===== config.mk =====
export PLATFORM = sky130hd
export DESIGN_NAME = adc_conv_ctrl
export DESIGN_NICKNAME = d
export VERILOG_FILES = /design/src/logic/adc_ctrl_pkg.sv /design/src/logic/adc_conv_ctrl.sv
export SDC_FILE = /design/constraint.sdc
export NUM_CORES = 1
export LEC_CHECK = 0
export ABC_AREA = 1
export CORE_ASPECT_RATIO = 1.25
export CORE_MARGIN = 2
export CORE_UTILIZATION = 50
export CTS_CLUSTER_SIZE = 14
export DETAILED_ROUTE_END_ITERATION = 12
export DONT_BUFFER_PORTS = 1
export GPL_TIMING_DRIVEN = 0
export PLACE_DENSITY = 0.64
export SETUP_SLACK_MARGIN = 0.3
export SYNTH_ARGS = -nofsm -noshare
export SYNTH_HDL_FRONTEND = slang
export SYNTH_SLANG_ARGS = --single-unit

===== constraint.sdc =====
create_clock -name clk -period 7.66 [get_ports clk]
set_input_delay 0.383 -clock clk [delete_from_list [all_inputs] [get_ports clk]]
set_output_delay 0.383 -clock clk [all_outputs]
set_load 0.01 [all_outputs]

===== src/logic/adc_ctrl_pkg.sv =====
// Constants, register map and carrier types of the converter control block
package adc_ctrl_pkg;
  // Bus and register map (byte addresses)
  localparam int DATA_W = 32;
  localparam int NCTRL = 2;
  localparam int NGEN = 15;
  localparam logic [31:0] OFF_CTRL_A = 32'h4003b000;
  localparam logic [31:0] OFF_CTRL_B = 32'h4003b004;
  localparam logic [31:0] OFF_RESULT_A = 32'h4003b010;
  localparam logic [31:0] OFF_RESULT_B = 32'h4003b014;
  localparam logic [31:0] OFF_INT_STATUS = 32'h4003b050;
  localparam logic [31:0] OFF_INT_MASK = 32'h4003b054;
  localparam logic [31:0] CTRL_OFF [NCTRL] = '{OFF_CTRL_A, OFF_CTRL_B};
  localparam logic [31:0] RES_OFF [NCTRL] = '{OFF_RESULT_A, OFF_RESULT_B};
  // Plain read/write registers: config, compare, status_control, calibration
  localparam logic [31:0] GEN_OFF [NGEN] = '{
    32'h4003b008, 32'h4003b00c, 32'h4003b018, 32'h4003b01c,
    32'h4003b020, 32'h4003b024, 32'h4003b028, 32'h4003b02c,
    32'h4003b034, 32'h4003b038, 32'h4003b03c, 32'h4003b040,
    32'h4003b044, 32'h4003b048, 32'h4003b04c};
  localparam logic [31:0] GEN_RST [NGEN] = '{
    32'h00000000, 32'h00000000, 32'h00000000, 32'h00000000,
    32'h00000000, 32'h00000000, 32'h00000004, 32'h00008200,
    32'h0000000a, 32'h00000020, 32'h00000200, 32'h00000100,
    32'h00000080, 32'h00000040, 32'h00000020};
  localparam int IDX_SC2 = 4;
  localparam int IDX_SC3 = 5;
  // Conversion control register layout
  localparam logic [31:0] CTRL_RST = 32'h0000001f;
  localparam logic [31:0] CTRL_WMASK = 32'h0000005f;
  localparam int COCO_BIT = 7;
  localparam int COMPLETE_IRQ_ENABLE_BIT = 6;
  localparam int CH_W = 5;
  localparam logic [4:0] CH_OFF = 5'h1f;
  localparam int NUM_INPUTS = 24;
  // Status/control two and three fields
  localparam int TRG_BIT = 6;
  localparam int COMPARE_FUNCTION_ENABLE_BIT = 5;
  localparam int CAL_BIT = 7;
  localparam int ADCO_BIT = 3;
  localparam int HW_AVERAGE_ENABLE_BIT = 2;
  localparam logic [5:0] AVG_BASE = 6'h04;
  localparam logic [1:0] RESP_OKAY = 2'h0;
  localparam logic [1:0] RESP_SLVERR = 2'h2;

  typedef enum logic [1:0] {ST_IDLE, ST_CONV, ST_CAL} state_e;

  // Requests to the analog converter core
  typedef struct packed {
    logic start;
    logic abort;
    logic cal_start;
    logic powerdown;
    logic [CH_W-1:0] channel;
  } conv_ctrl_s;

  // Answers from the analog converter core
  typedef struct packed {
    logic done;
    logic cal_done;
    logic compare_true;
    logic [15:0] data;
  } conv_stat_s;
endpackage


===== src/logic/adc_conv_ctrl.sv =====
// Converter control and status registers behind an AXI4-Lite slave
//
// The implementer's own choice: register access over AXI4-Lite.
`timescale 1ns/100ps
module adc_conv_ctrl
  import adc_ctrl_pkg::*;
(
  input wire logic clk, // Bus clock
  input wire logic rst, // Synchronous reset, active high
  input wire logic [31:0] s_axi_awaddr, // Write address
  input wire logic [2:0] s_axi_awprot, // Write protection, unused
  input wire logic s_axi_awvalid, // Write address valid
  output logic s_axi_awready, // Write address ready
  input wire logic [31:0] s_axi_wdata, // Write data
  input wire logic [3:0] s_axi_wstrb, // Write byte strobes
  input wire logic s_axi_wvalid, // Write data valid
  output logic s_axi_wready, // Write data ready
  output logic [1:0] s_axi_bresp, // Write response
  output logic s_axi_bvalid, // Write response valid
  input wire logic s_axi_bready, // Write response ready
  input wire logic [31:0] s_axi_araddr, // Read address
  input wire logic [2:0] s_axi_arprot, // Read protection, unused
  input wire logic s_axi_arvalid, // Read address valid
  output logic s_axi_arready, // Read address ready
  output logic [31:0] s_axi_rdata, // Read data
  output logic [1:0] s_axi_rresp, // Read response
  output logic s_axi_rvalid, // Read data valid
  input wire logic s_axi_rready, // Read data ready
  input wire logic hw_trig, // Hardware trigger pulse from a peripheral
  input wire logic hw_trig_sel, // Control register picked by the trigger
  input wire conv_stat_s stat, // Converter core answers
  output conv_ctrl_s conv, // Converter core requests
  output logic irq // Level interrupt
);

  // Byte-lane merge of a bus write into a stored word
  function automatic logic [31:0] merge(input logic [31:0] old_v,
                                        input logic [31:0] new_v,
                                        input logic [3:0] strb);
    logic [31:0] res;
    res = old_v;
    for (int b = 0; b < 4; b++) begin
      if (strb[b]) begin
        res[8*b +: 8] = new_v[8*b +: 8];
      end
    end
    return res;
  endfunction

  logic aw_full_ff, w_full_ff, awready_ff, wready_ff, bvalid_ff;
  logic [1:0] bresp_ff, rresp_ff;
  logic [31:0] waddr_ff, wdata_ff, rdata_ff;
  logic [3:0] wstrb_ff;
  logic arready_ff, rvalid_ff;
  logic [31:0] ctrl_ff [NCTRL];
  logic [NCTRL-1:0] coco_ff, int_status_ff, int_mask_ff;
  logic [31:0] gen_ff [NGEN];
  logic [15:0] result_ff [NCTRL];
  state_e state_ff, nxt_state;
  logic act_ff, nxt_act;
  logic [5:0] cnt_ff, nxt_cnt;
  logic [20:0] acc_ff, nxt_acc;
  conv_ctrl_s conv_ff, nxt_conv;
  logic irq_ff;

  // Write channel handshake: address and data taken in either order
  wire aw_take = s_axi_awvalid & awready_ff;
  wire w_take = s_axi_wvalid & wready_ff;
  wire wr_fire = aw_full_ff & w_full_ff & ~bvalid_ff;
  wire nxt_aw_full = (aw_full_ff | aw_take) & ~wr_fire;
  wire nxt_w_full = (w_full_ff | w_take) & ~wr_fire;
  wire rd_take = s_axi_arvalid & arready_ff;

  // Write decode
  wire [NCTRL-1:0] ctrl_wr;
  wire [NGEN-1:0] gen_wr;
  wire [NCTRL-1:0] res_rd;
  wire ist_wr = wr_fire & (waddr_ff[31:2] == OFF_INT_STATUS[31:2]);
  wire imk_wr = wr_fire & (waddr_ff[31:2] == OFF_INT_MASK[31:2]);
  wire ist_rhit = s_axi_araddr[31:2] == OFF_INT_STATUS[31:2];
  wire imk_rhit = s_axi_araddr[31:2] == OFF_INT_MASK[31:2];
  wire [31:0] wr_merged_ctrl [NCTRL];
  wire [31:0] wr_merged_gen [NGEN];

  // Read mux chains and hit chains
  wire [31:0] rd_chain [NCTRL+NGEN+1];
  wire [NCTRL+NGEN:0] rhit_chain;
  wire [NCTRL+NGEN:0] whit_chain;
  wire [31:0] rd_data = rd_chain[NCTRL+NGEN]
                        | (ist_rhit ? 32'(int_status_ff) : 32'h00000000)
                        | (imk_rhit ? 32'(int_mask_ff) : 32'h00000000);
  wire rd_hit = rhit_chain[NCTRL+NGEN] | ist_rhit | imk_rhit;
  wire wr_hit = whit_chain[NCTRL+NGEN] | ist_wr | imk_wr;
  assign rd_chain[0] = 32'h00000000;
  assign rhit_chain[0] = 1'b0;
  assign whit_chain[0] = 1'b0;

  // Mode bits steering the conversion sequencer
  wire trg_mode = gen_ff[IDX_SC2][TRG_BIT];
  wire compare_function_enable = gen_ff[IDX_SC2][COMPARE_FUNCTION_ENABLE_BIT];
  wire adco = gen_ff[IDX_SC3][ADCO_BIT];
  wire hw_average_enable = gen_ff[IDX_SC3][HW_AVERAGE_ENABLE_BIT];
  wire [1:0] average_count_select = gen_ff[IDX_SC3][1:0];
  wire [5:0] avg_last = 6'((AVG_BASE << average_count_select) - 6'h01);
  wire [2:0] avg_shift = hw_average_enable ? 3'(average_count_select) + 3'h2 : 3'h0;
  wire [4:0] ch_a = ctrl_ff[0][CH_W-1:0];
  wire [4:0] ch_act = ctrl_ff[act_ff][CH_W-1:0];
  wire [4:0] ch_trg = ctrl_ff[hw_trig_sel][CH_W-1:0];
  wire [4:0] sw_ch = wr_merged_ctrl[0][CH_W-1:0];
  wire sw_start = ctrl_wr[0] & ~trg_mode & (sw_ch != CH_OFF);
  wire hw_start = hw_trig & trg_mode & (state_ff == ST_IDLE)
                  & (ch_trg != CH_OFF);
  wire cal_req = gen_wr[IDX_SC3] & wr_merged_gen[IDX_SC3][CAL_BIT];
  wire [20:0] sum = acc_ff + 21'(stat.data);
  wire [15:0] avg_res = 16'(sum >> avg_shift);

  logic fin, cal_fin, sw_go;
  logic [1:0] restart_ff, nxt_restart;
  logic [NCTRL-1:0] coco_set;

  // Control registers with their complete flags
  genvar gi;
  generate
    for (gi = 0; gi < NCTRL; gi++) begin : g_ctrl
      wire rhit = s_axi_araddr[31:2] == CTRL_OFF[gi][31:2];
      wire rrhit = s_axi_araddr[31:2] == RES_OFF[gi][31:2];
      wire whit = waddr_ff[31:2] == CTRL_OFF[gi][31:2];
      wire wrhit = waddr_ff[31:2] == RES_OFF[gi][31:2];
      wire [31:0] rval = {24'h000000, coco_ff[gi], ctrl_ff[gi][6:0]};
      wire complete_irq_enable = ctrl_ff[gi][COMPLETE_IRQ_ENABLE_BIT];
      assign ctrl_wr[gi] = wr_fire & whit;
      assign res_rd[gi] = rd_take & rrhit;
      assign wr_merged_ctrl[gi] =
        merge(ctrl_ff[gi], wdata_ff, wstrb_ff) & CTRL_WMASK;
      assign coco_set[gi] = (fin & (act_ff == 1'(gi))
                             & (~compare_function_enable | stat.compare_true))
                            | (cal_fin & (gi == 0));
      assign rd_chain[gi+1] = rd_chain[gi]
                              | (rhit ? rval : 32'h00000000)
                              | (rrhit ? 32'(result_ff[gi]) : 32'h00000000);
      assign rhit_chain[gi+1] = rhit_chain[gi] | rhit | rrhit;
      assign whit_chain[gi+1] = whit_chain[gi] | whit | wrhit;

      // Stored fields, flag with set winning over clear, interrupt bit
      always_ff @(posedge clk) begin
        if (rst) begin
          ctrl_ff[gi] <= CTRL_RST;
          coco_ff[gi] <= 1'b0;
          int_status_ff[gi] <= 1'b0;
        end else begin
          if (ctrl_wr[gi]) begin
            ctrl_ff[gi] <= wr_merged_ctrl[gi];
          end
          coco_ff[gi] <= coco_set[gi]
                         | (coco_ff[gi] & ~ctrl_wr[gi] & ~res_rd[gi]);
          int_status_ff[gi] <= (coco_set[gi] & complete_irq_enable)
                               | (int_status_ff[gi]
                                  & ~(ist_wr & wdata_ff[gi]));
        end
      end
    end

    // Plain read/write registers
    for (gi = 0; gi < NGEN; gi++) begin : g_gen
      wire rhit = s_axi_araddr[31:2] == GEN_OFF[gi][31:2];
      wire whit = waddr_ff[31:2] == GEN_OFF[gi][31:2];
      assign gen_wr[gi] = wr_fire & whit;
      assign wr_merged_gen[gi] = merge(gen_ff[gi], wdata_ff, wstrb_ff);
      assign rd_chain[NCTRL+gi+1] = rd_chain[NCTRL+gi]
                                    | (rhit ? gen_ff[gi] : 32'h00000000);
      assign rhit_chain[NCTRL+gi+1] = rhit_chain[NCTRL+gi] | rhit;
      assign whit_chain[NCTRL+gi+1] = whit_chain[NCTRL+gi] | whit;

      // Calibration bit drops when the calibration sequence ends
      always_ff @(posedge clk) begin
        if (rst) begin
          gen_ff[gi] <= GEN_RST[gi];
        end else if (gen_wr[gi]) begin
          gen_ff[gi] <= wr_merged_gen[gi];
        end else if (gi == IDX_SC3 && cal_fin) begin
          gen_ff[gi][CAL_BIT] <= 1'b0;
        end
      end
    end
  endgenerate

  // Conversion sequencer: one governing register, aborts, averaging
  always_comb begin
    nxt_state = state_ff;
    nxt_act = act_ff;
    nxt_cnt = cnt_ff;
    nxt_acc = acc_ff;
    fin = 1'b0;
    cal_fin = 1'b0;
    sw_go = 1'b0;
    nxt_restart = {restart_ff[0], 1'b0};
    nxt_conv = '0;
    if (cal_req) begin
      nxt_conv.abort = state_ff == ST_CONV;
      nxt_conv.cal_start = 1'b1;
      nxt_state = ST_CAL;
    end else if (state_ff == ST_CAL) begin
      if (stat.cal_done) begin
        cal_fin = 1'b1;
        nxt_state = ST_IDLE;
      end
    end else begin
      if (state_ff == ST_CONV && ctrl_wr[act_ff]) begin
        nxt_conv.abort = 1'b1;
        nxt_state = ST_IDLE;
      end
      if (sw_start && nxt_conv.abort) begin
        nxt_restart = 2'b01;
      end else if (sw_start || (restart_ff[1] && ch_a != CH_OFF)) begin
        sw_go = sw_start;
        nxt_conv.start = 1'b1;
        nxt_act = 1'b0;
        nxt_state = ST_CONV;
        nxt_cnt = 6'h00;
        nxt_acc = 21'h000000;
      end else if (hw_start) begin
        nxt_conv.start = 1'b1;
        nxt_act = hw_trig_sel;
        nxt_state = ST_CONV;
        nxt_cnt = 6'h00;
        nxt_acc = 21'h000000;
      end else if (state_ff == ST_CONV && !nxt_conv.abort && stat.done) begin
        if (hw_average_enable && cnt_ff != avg_last) begin
          nxt_cnt = cnt_ff + 6'h01;
          nxt_acc = sum;
          nxt_conv.start = 1'b1;
        end else begin
          fin = 1'b1;
          nxt_cnt = 6'h00;
          nxt_acc = 21'h000000;
          if (adco && ch_act != CH_OFF) begin
            nxt_conv.start = 1'b1;
          end else begin
            nxt_state = ST_IDLE;
          end
        end
      end
    end
    nxt_conv.channel = sw_go ? sw_ch : ctrl_ff[nxt_act][CH_W-1:0];
    nxt_conv.powerdown = (nxt_state == ST_IDLE)
                         | (nxt_conv.channel == CH_OFF);
  end

  // Sequencer state and result capture
  always_ff @(posedge clk) begin
    if (rst) begin
      state_ff <= ST_IDLE;
      restart_ff <= 2'b00;
      act_ff <= 1'b0;
      cnt_ff <= 6'h00;
      acc_ff <= 21'h000000;
      conv_ff <= '{powerdown: 1'b1, channel: CH_OFF, default: 1'b0};
      result_ff <= '{default: 16'h0000};
    end else begin
      state_ff <= nxt_state;
      restart_ff <= nxt_restart;
      act_ff <= nxt_act;
      cnt_ff <= nxt_cnt;
      acc_ff <= nxt_acc;
      conv_ff <= nxt_conv;
      if (fin && (~compare_function_enable | stat.compare_true)) begin
        result_ff[act_ff] <= avg_res;
      end
    end
  end

  // Interrupt mask and level output
  always_ff @(posedge clk) begin
    if (rst) begin
      int_mask_ff <= '0;
      irq_ff <= 1'b0;
    end else begin
      if (imk_wr) begin
        int_mask_ff <= wdata_ff[NCTRL-1:0];
      end
      irq_ff <= |(int_status_ff & int_mask_ff);
    end
  end

  // AXI4-Lite write channels
  always_ff @(posedge clk) begin
    if (rst) begin
      aw_full_ff <= 1'b0;
      w_full_ff <= 1'b0;
      awready_ff <= 1'b0;
      wready_ff <= 1'b0;
      bvalid_ff <= 1'b0;
      bresp_ff <= RESP_OKAY;
      waddr_ff <= 32'h00000000;
      wdata_ff <= 32'h00000000;
      wstrb_ff <= 4'h0;
    end else begin
      aw_full_ff <= nxt_aw_full;
      w_full_ff <= nxt_w_full;
      awready_ff <= ~nxt_aw_full;
      wready_ff <= ~nxt_w_full;
      if (aw_take) begin
        waddr_ff <= s_axi_awaddr;
      end
      if (w_take) begin
        wdata_ff <= s_axi_wdata;
        wstrb_ff <= s_axi_wstrb;
      end
      if (wr_fire) begin
        bvalid_ff <= 1'b1;
        bresp_ff <= wr_hit ? RESP_OKAY : RESP_SLVERR;
      end else if (s_axi_bready) begin
        bvalid_ff <= 1'b0;
      end
    end
  end

  // AXI4-Lite read channels
  always_ff @(posedge clk) begin
    if (rst) begin
      arready_ff <= 1'b0;
      rvalid_ff <= 1'b0;
      rdata_ff <= 32'h00000000;
      rresp_ff <= RESP_OKAY;
    end else if (rd_take) begin
      arready_ff <= 1'b0;
      rvalid_ff <= 1'b1;
      rdata_ff <= rd_hit ? rd_data : 32'h00000000;
      rresp_ff <= rd_hit ? RESP_OKAY : RESP_SLVERR;
    end else if (rvalid_ff) begin
      if (s_axi_rready) begin
        rvalid_ff <= 1'b0;
        arready_ff <= 1'b1;
      end
    end else begin
      arready_ff <= 1'b1;
    end
  end

  // Outputs straight from flip-flops
  assign s_axi_awready = awready_ff;
  assign s_axi_wready = wready_ff;
  assign s_axi_bvalid = bvalid_ff;
  assign s_axi_bresp = bresp_ff;
  assign s_axi_arready = arready_ff;
  assign s_axi_rvalid = rvalid_ff;
  assign s_axi_rdata = rdata_ff;
  assign s_axi_rresp = rresp_ff;
  assign conv = conv_ff;
  assign irq = irq_ff;

endmodule


==> results.sh <==
export IMPL_run_status="completed"
export IMPL_detail_route_wirelength_um=105300
export IMPL_grtUsageTotal_pct=33.22
export IMPL_netSwitchingFraction_pct=23.31
export IMPL_proportion_of_power_drawn_by_the_clock_network_pct=43.2
export IMPL_crit_type="reg -> reg"
export IMPL_cp_slowest_stage_delay_ns=1.28
export IMPL_drive_above_1_share_pct=4.993
export IMPL_worstPathRequired_ns=7.88
export IMPL_h_tree_depth=3
export IMPL_grt_max_degree=16
export IMPL_worst_path_buf_inv=1
export IMPL_antenna_found_initial=2
export IMPL_chipWidth_um=225.3
export IMPL_worst_pin_slew_ns=1.452
export IMPL_die_height_um=280.6
export IMPL_vias_in_the_first_global_route=25200
export IMPL_ant_nets=0
export IMPL_seq_power_share_pct=51.4
export IMPL_clkTransAtPathRegs_ns=0.06
export IMPL_drc_errors=0
export IMPL_postSynthRegisterBits=679
export IMPL_ys_warn_count=0
export IMPL_dp_slack_ns=3.665
export IMPL_comb_power_share_pct=5.4
export IMPL_grt_overflow_total=0
export IMPL_seq_area_frac_synth_pct=60.51
export IMPL_synth_edf_count=492
export IMPL_dpl_hpwl_um=77790
export IMPL_dpl_cell_count=4241
export IMPL_max_cap_viol_count=0
export IMPL_cp_arrival_ns=4.19
export IMPL_period_needed_ns=3.975
export IMPL_detailroute_via_count=25770
export IMPL_count_of_instances_resized_after_the_clock_tree_is_built=0
export IMPL_routed_wire_length_per_instance_um=23.71
export IMPL_internal_power_mw=6.099
export IMPL_power_switching_mw=1.854
export IMPL_detailedRoute_firstPassIterationCount=6
export IMPL_area_growth_synth_to_final_pct=12.70
export IMPL_final_critical_path_setup_slack_ns=3.685
export IMPL_power_density_nw_per_um2=230.6
export IMPL_drt_iter0_drc=2684
export IMPL_slew_hr_pct=2.159
export IMPL_finalClockSkew_ns=0.01992
export IMPL_path_category_of_the_worst_min_delay_check="in -> reg"
export IMPL_slew_violations=0
export IMPL_yosys_top_cell_by_area="sky130_fd_sc_hd__edfxtp_1"
export IMPL_unrepaired_setup_endpoints_after_global_routing="false"
export IMPL_start_util_pct=50.45
export IMPL_cellLeakagePower_nw=13.01
export IMPL_max_clock_freq_ghz=0.2516
export IMPL_die_area_um2=63220
export IMPL_grt_first_pass_wirelength_um=152900
export IMPL_endpoint_kind="flop"
export IMPL_number_of_i_o_pins=185
export IMPL_tritoncts_num_buffers=70
export IMPL_final_instance_count_excl_fill=4440
export IMPL_yosys_most_used_dff="sky130_fd_sc_hd__edfxtp_1"
export IMPL_via_per_inst=5.803
export IMPL_fin_nets=3760
export IMPL_final_number_of_hold_violating_endpoints=0
export IMPL_numClockSinks=679
export IMPL_cp_num_cells=8
export IMPL_synthTopCellsByArea="sky130_fd_sc_hd__edfxtp_1 48%, sky130_fd_sc_hd__dfxtp_1 12%, sky130_fd_sc_hd__nand2_1 11%"
export IMPL_cp_cell_sequence="nand2_1 > inv_1 > nand2_1 > nor2_2 > nand2_1 > nor2_1 > nand3_1 > o21ai_0"
export IMPL_critPathLaunchType="flop"
export IMPL_globalplace_congestion=0.9438
export IMPL_clock_root_buffer="sky130_fd_sc_hd__clkbuf_16"
export IMPL_timing_final_crit_share_pct=51.90
export IMPL_design_core_area_um2=60660
export IMPL_critPathMaxFanout=10
export IMPL_worst_path_most_repeated_cell="sky130_fd_sc_hd__nand2_1"
export IMPL_netlist_cell_type_count=51
export IMPL_critical_path_top_delay_family="simple AND/OR/NAND/NOR gates"
export IMPL_asyncSetResetFlopFracSynth_pct=0
export IMPL_crit_path_top_delay_cell="sky130_fd_sc_hd__o21ai_0"
export IMPL_whs_path_depth=2
export IMPL_std_cell_rows=101
export IMPL_tns_ns=0
export IMPL_synth_area_per_cell_um2=8.830
export IMPL_netlist_area_pre_place_um2=30600
export IMPL_final_setup_viol_count=0
export IMPL_ir_worst_vdd_uv=154.7
export IMPL_port_buffers=0
export IMPL_deepest_clock_path_buffer_count=3
export IMPL_synth_top_area_share_pct=48.27
export IMPL_cts_tree="yes"
export IMPL_clock_insertion_delay_worst_skew_ns=0.62
export IMPL_number_of_instances_in_the_synthesized_netlist=3466
export IMPL_ff2ff_path_depth=8
metal layers:
layer | up-vias | part of all wire [%] | global-route usage [%]
li1 | 11750 | - | -
met1 | 12320 | 35 | 38.07
met2 | 1359 | 48 | 55.56
met3 | 339 | 8.3 | 5.142
met4 | 2 | 8.6 | 26.13
met5 | - | 0.010 | 0
Yosys cell counts (all sizes together), types with 2 or more instances:
cell type  instances
dfxtp            187
o21ai            184
nor2             736
a31oi              3
nor3              22
o21a              18
a21oi            146
nand3            207
nand2            888
a21boi             2
o22ai              2
xnor2              8
edfxtp           492
nor4              10
a211oi             5
nand4             67
or2                4
o211ai            14
buf               41
and3               8
ha                17
clkinv             4
inv              207
nand3b             6
nor3b              2
a22oi              4
o21bai             3
xor2              12
clkbuf           161
area by class of cell:
cell class,count,area [um^2]
Tap cell,772,965.9
Multi-Input combinational cell,2375,10470
Clock inverter,33,306.5
Buffer,202,833.3
Fill cell,5471,26170
Clock buffer,96,1952
Inverter,211,792.0
Sequential cell,679,18520
Antenna cell,3,7.507
Timing Repair Buffer,69,650.6
sequential cells by signal, indices dropped and copies added (netlist names), 4 cells and up:
name         cells
gen_ff         480
result_ff       32
s_axi_rdata     32
wdata_ff        32
waddr_ff        30
acc_ff          21
ctrl_ff         12
conv             9
cnt_ff           6
wstrb_ff         4
worst paths after layout:
check | startpoint | endpoint | slack [ns]
setup / recovery | waddr_ff[17] | gen_ff[0][6] | 3.68
hold / removal | s_axi_wdata[25] | wdata_ff[25] | 0.02
setup reg to reg | waddr_ff[17] | gen_ff[0][6] | 3.68
hold reg to reg | result_ff[1] | result_ff[1] | 0.45
power groups by stage:
stage / Combinational (mW) / Sequential (mW) / Clock (mW)
after floorplan: 0.239 / 4.15 / 0
after global placement: 0.382 / 4.16 / 0
after detailed placement: 0.391 / 4.17 / 0
after CTS: 0.418 / 4.09 / 3.44
after global routing: 0.458 / 4.10 / 3.59
final: 0.427 / 4.09 / 3.44
through the flow:
stage | hold WS [ns] | power (mW) | utilization (%) | instance area (um^2)
floorplan | 0.4238 | 4.390 | - | 30610
detailed placement | 0.4420 | 4.559 | 52.07 | 31590
global route | 0.03337 | 8.146 | 56.85 | 34490
finish | 0.01741 | 7.953 | 56.86 | 34490
global placement | 0.4343 | 4.546 | 52.05 | 31570
CTS | 0.004876 | 7.949 | 56.77 | 34440
what timing repair did:
item	CTS	global route
buffers inserted	0	0
hold buffers	59	0
hold endpoints to repair	60	0
cell families (layout without fill, tap and decap cells):
logic type | count (synthesis) | in the layout | synth area share [%]
simple gates | 1950 | 1950 | 26.04
flops | 679 | 679 | 60.51
buf+inv | 413 | 611 | 5.311
compound gates | 384 | 384 | 6.762
xor+xnor | 20 | 20 | 0.5724
fa+ha+maj | 18 | 18 | 0.7604
other cells | 1 | 5 | 0.01225
mux | 1 | 1 | 0.03271
placed cells by master (no fill, tap or decap), types with 59 or more instances in the layout:
| cell type | n |
|---|---|
| sky130_fd_sc_hd__a21oi_1 | 146 |
| sky130_fd_sc_hd__clkbuf_1 | 179 |
| sky130_fd_sc_hd__clkbuf_16 | 72 |
| sky130_fd_sc_hd__dfxtp_1 | 187 |
| sky130_fd_sc_hd__dlygate4sd3_1 | 59 |
| sky130_fd_sc_hd__edfxtp_1 | 492 |
| sky130_fd_sc_hd__inv_1 | 194 |
| sky130_fd_sc_hd__nand2_1 | 884 |
| sky130_fd_sc_hd__nand3_1 | 205 |
| sky130_fd_sc_hd__nand4_1 | 66 |
| sky130_fd_sc_hd__nor2_1 | 725 |
| sky130_fd_sc_hd__o21ai_0 | 163 |
Power figures use the tool's default switching activity.
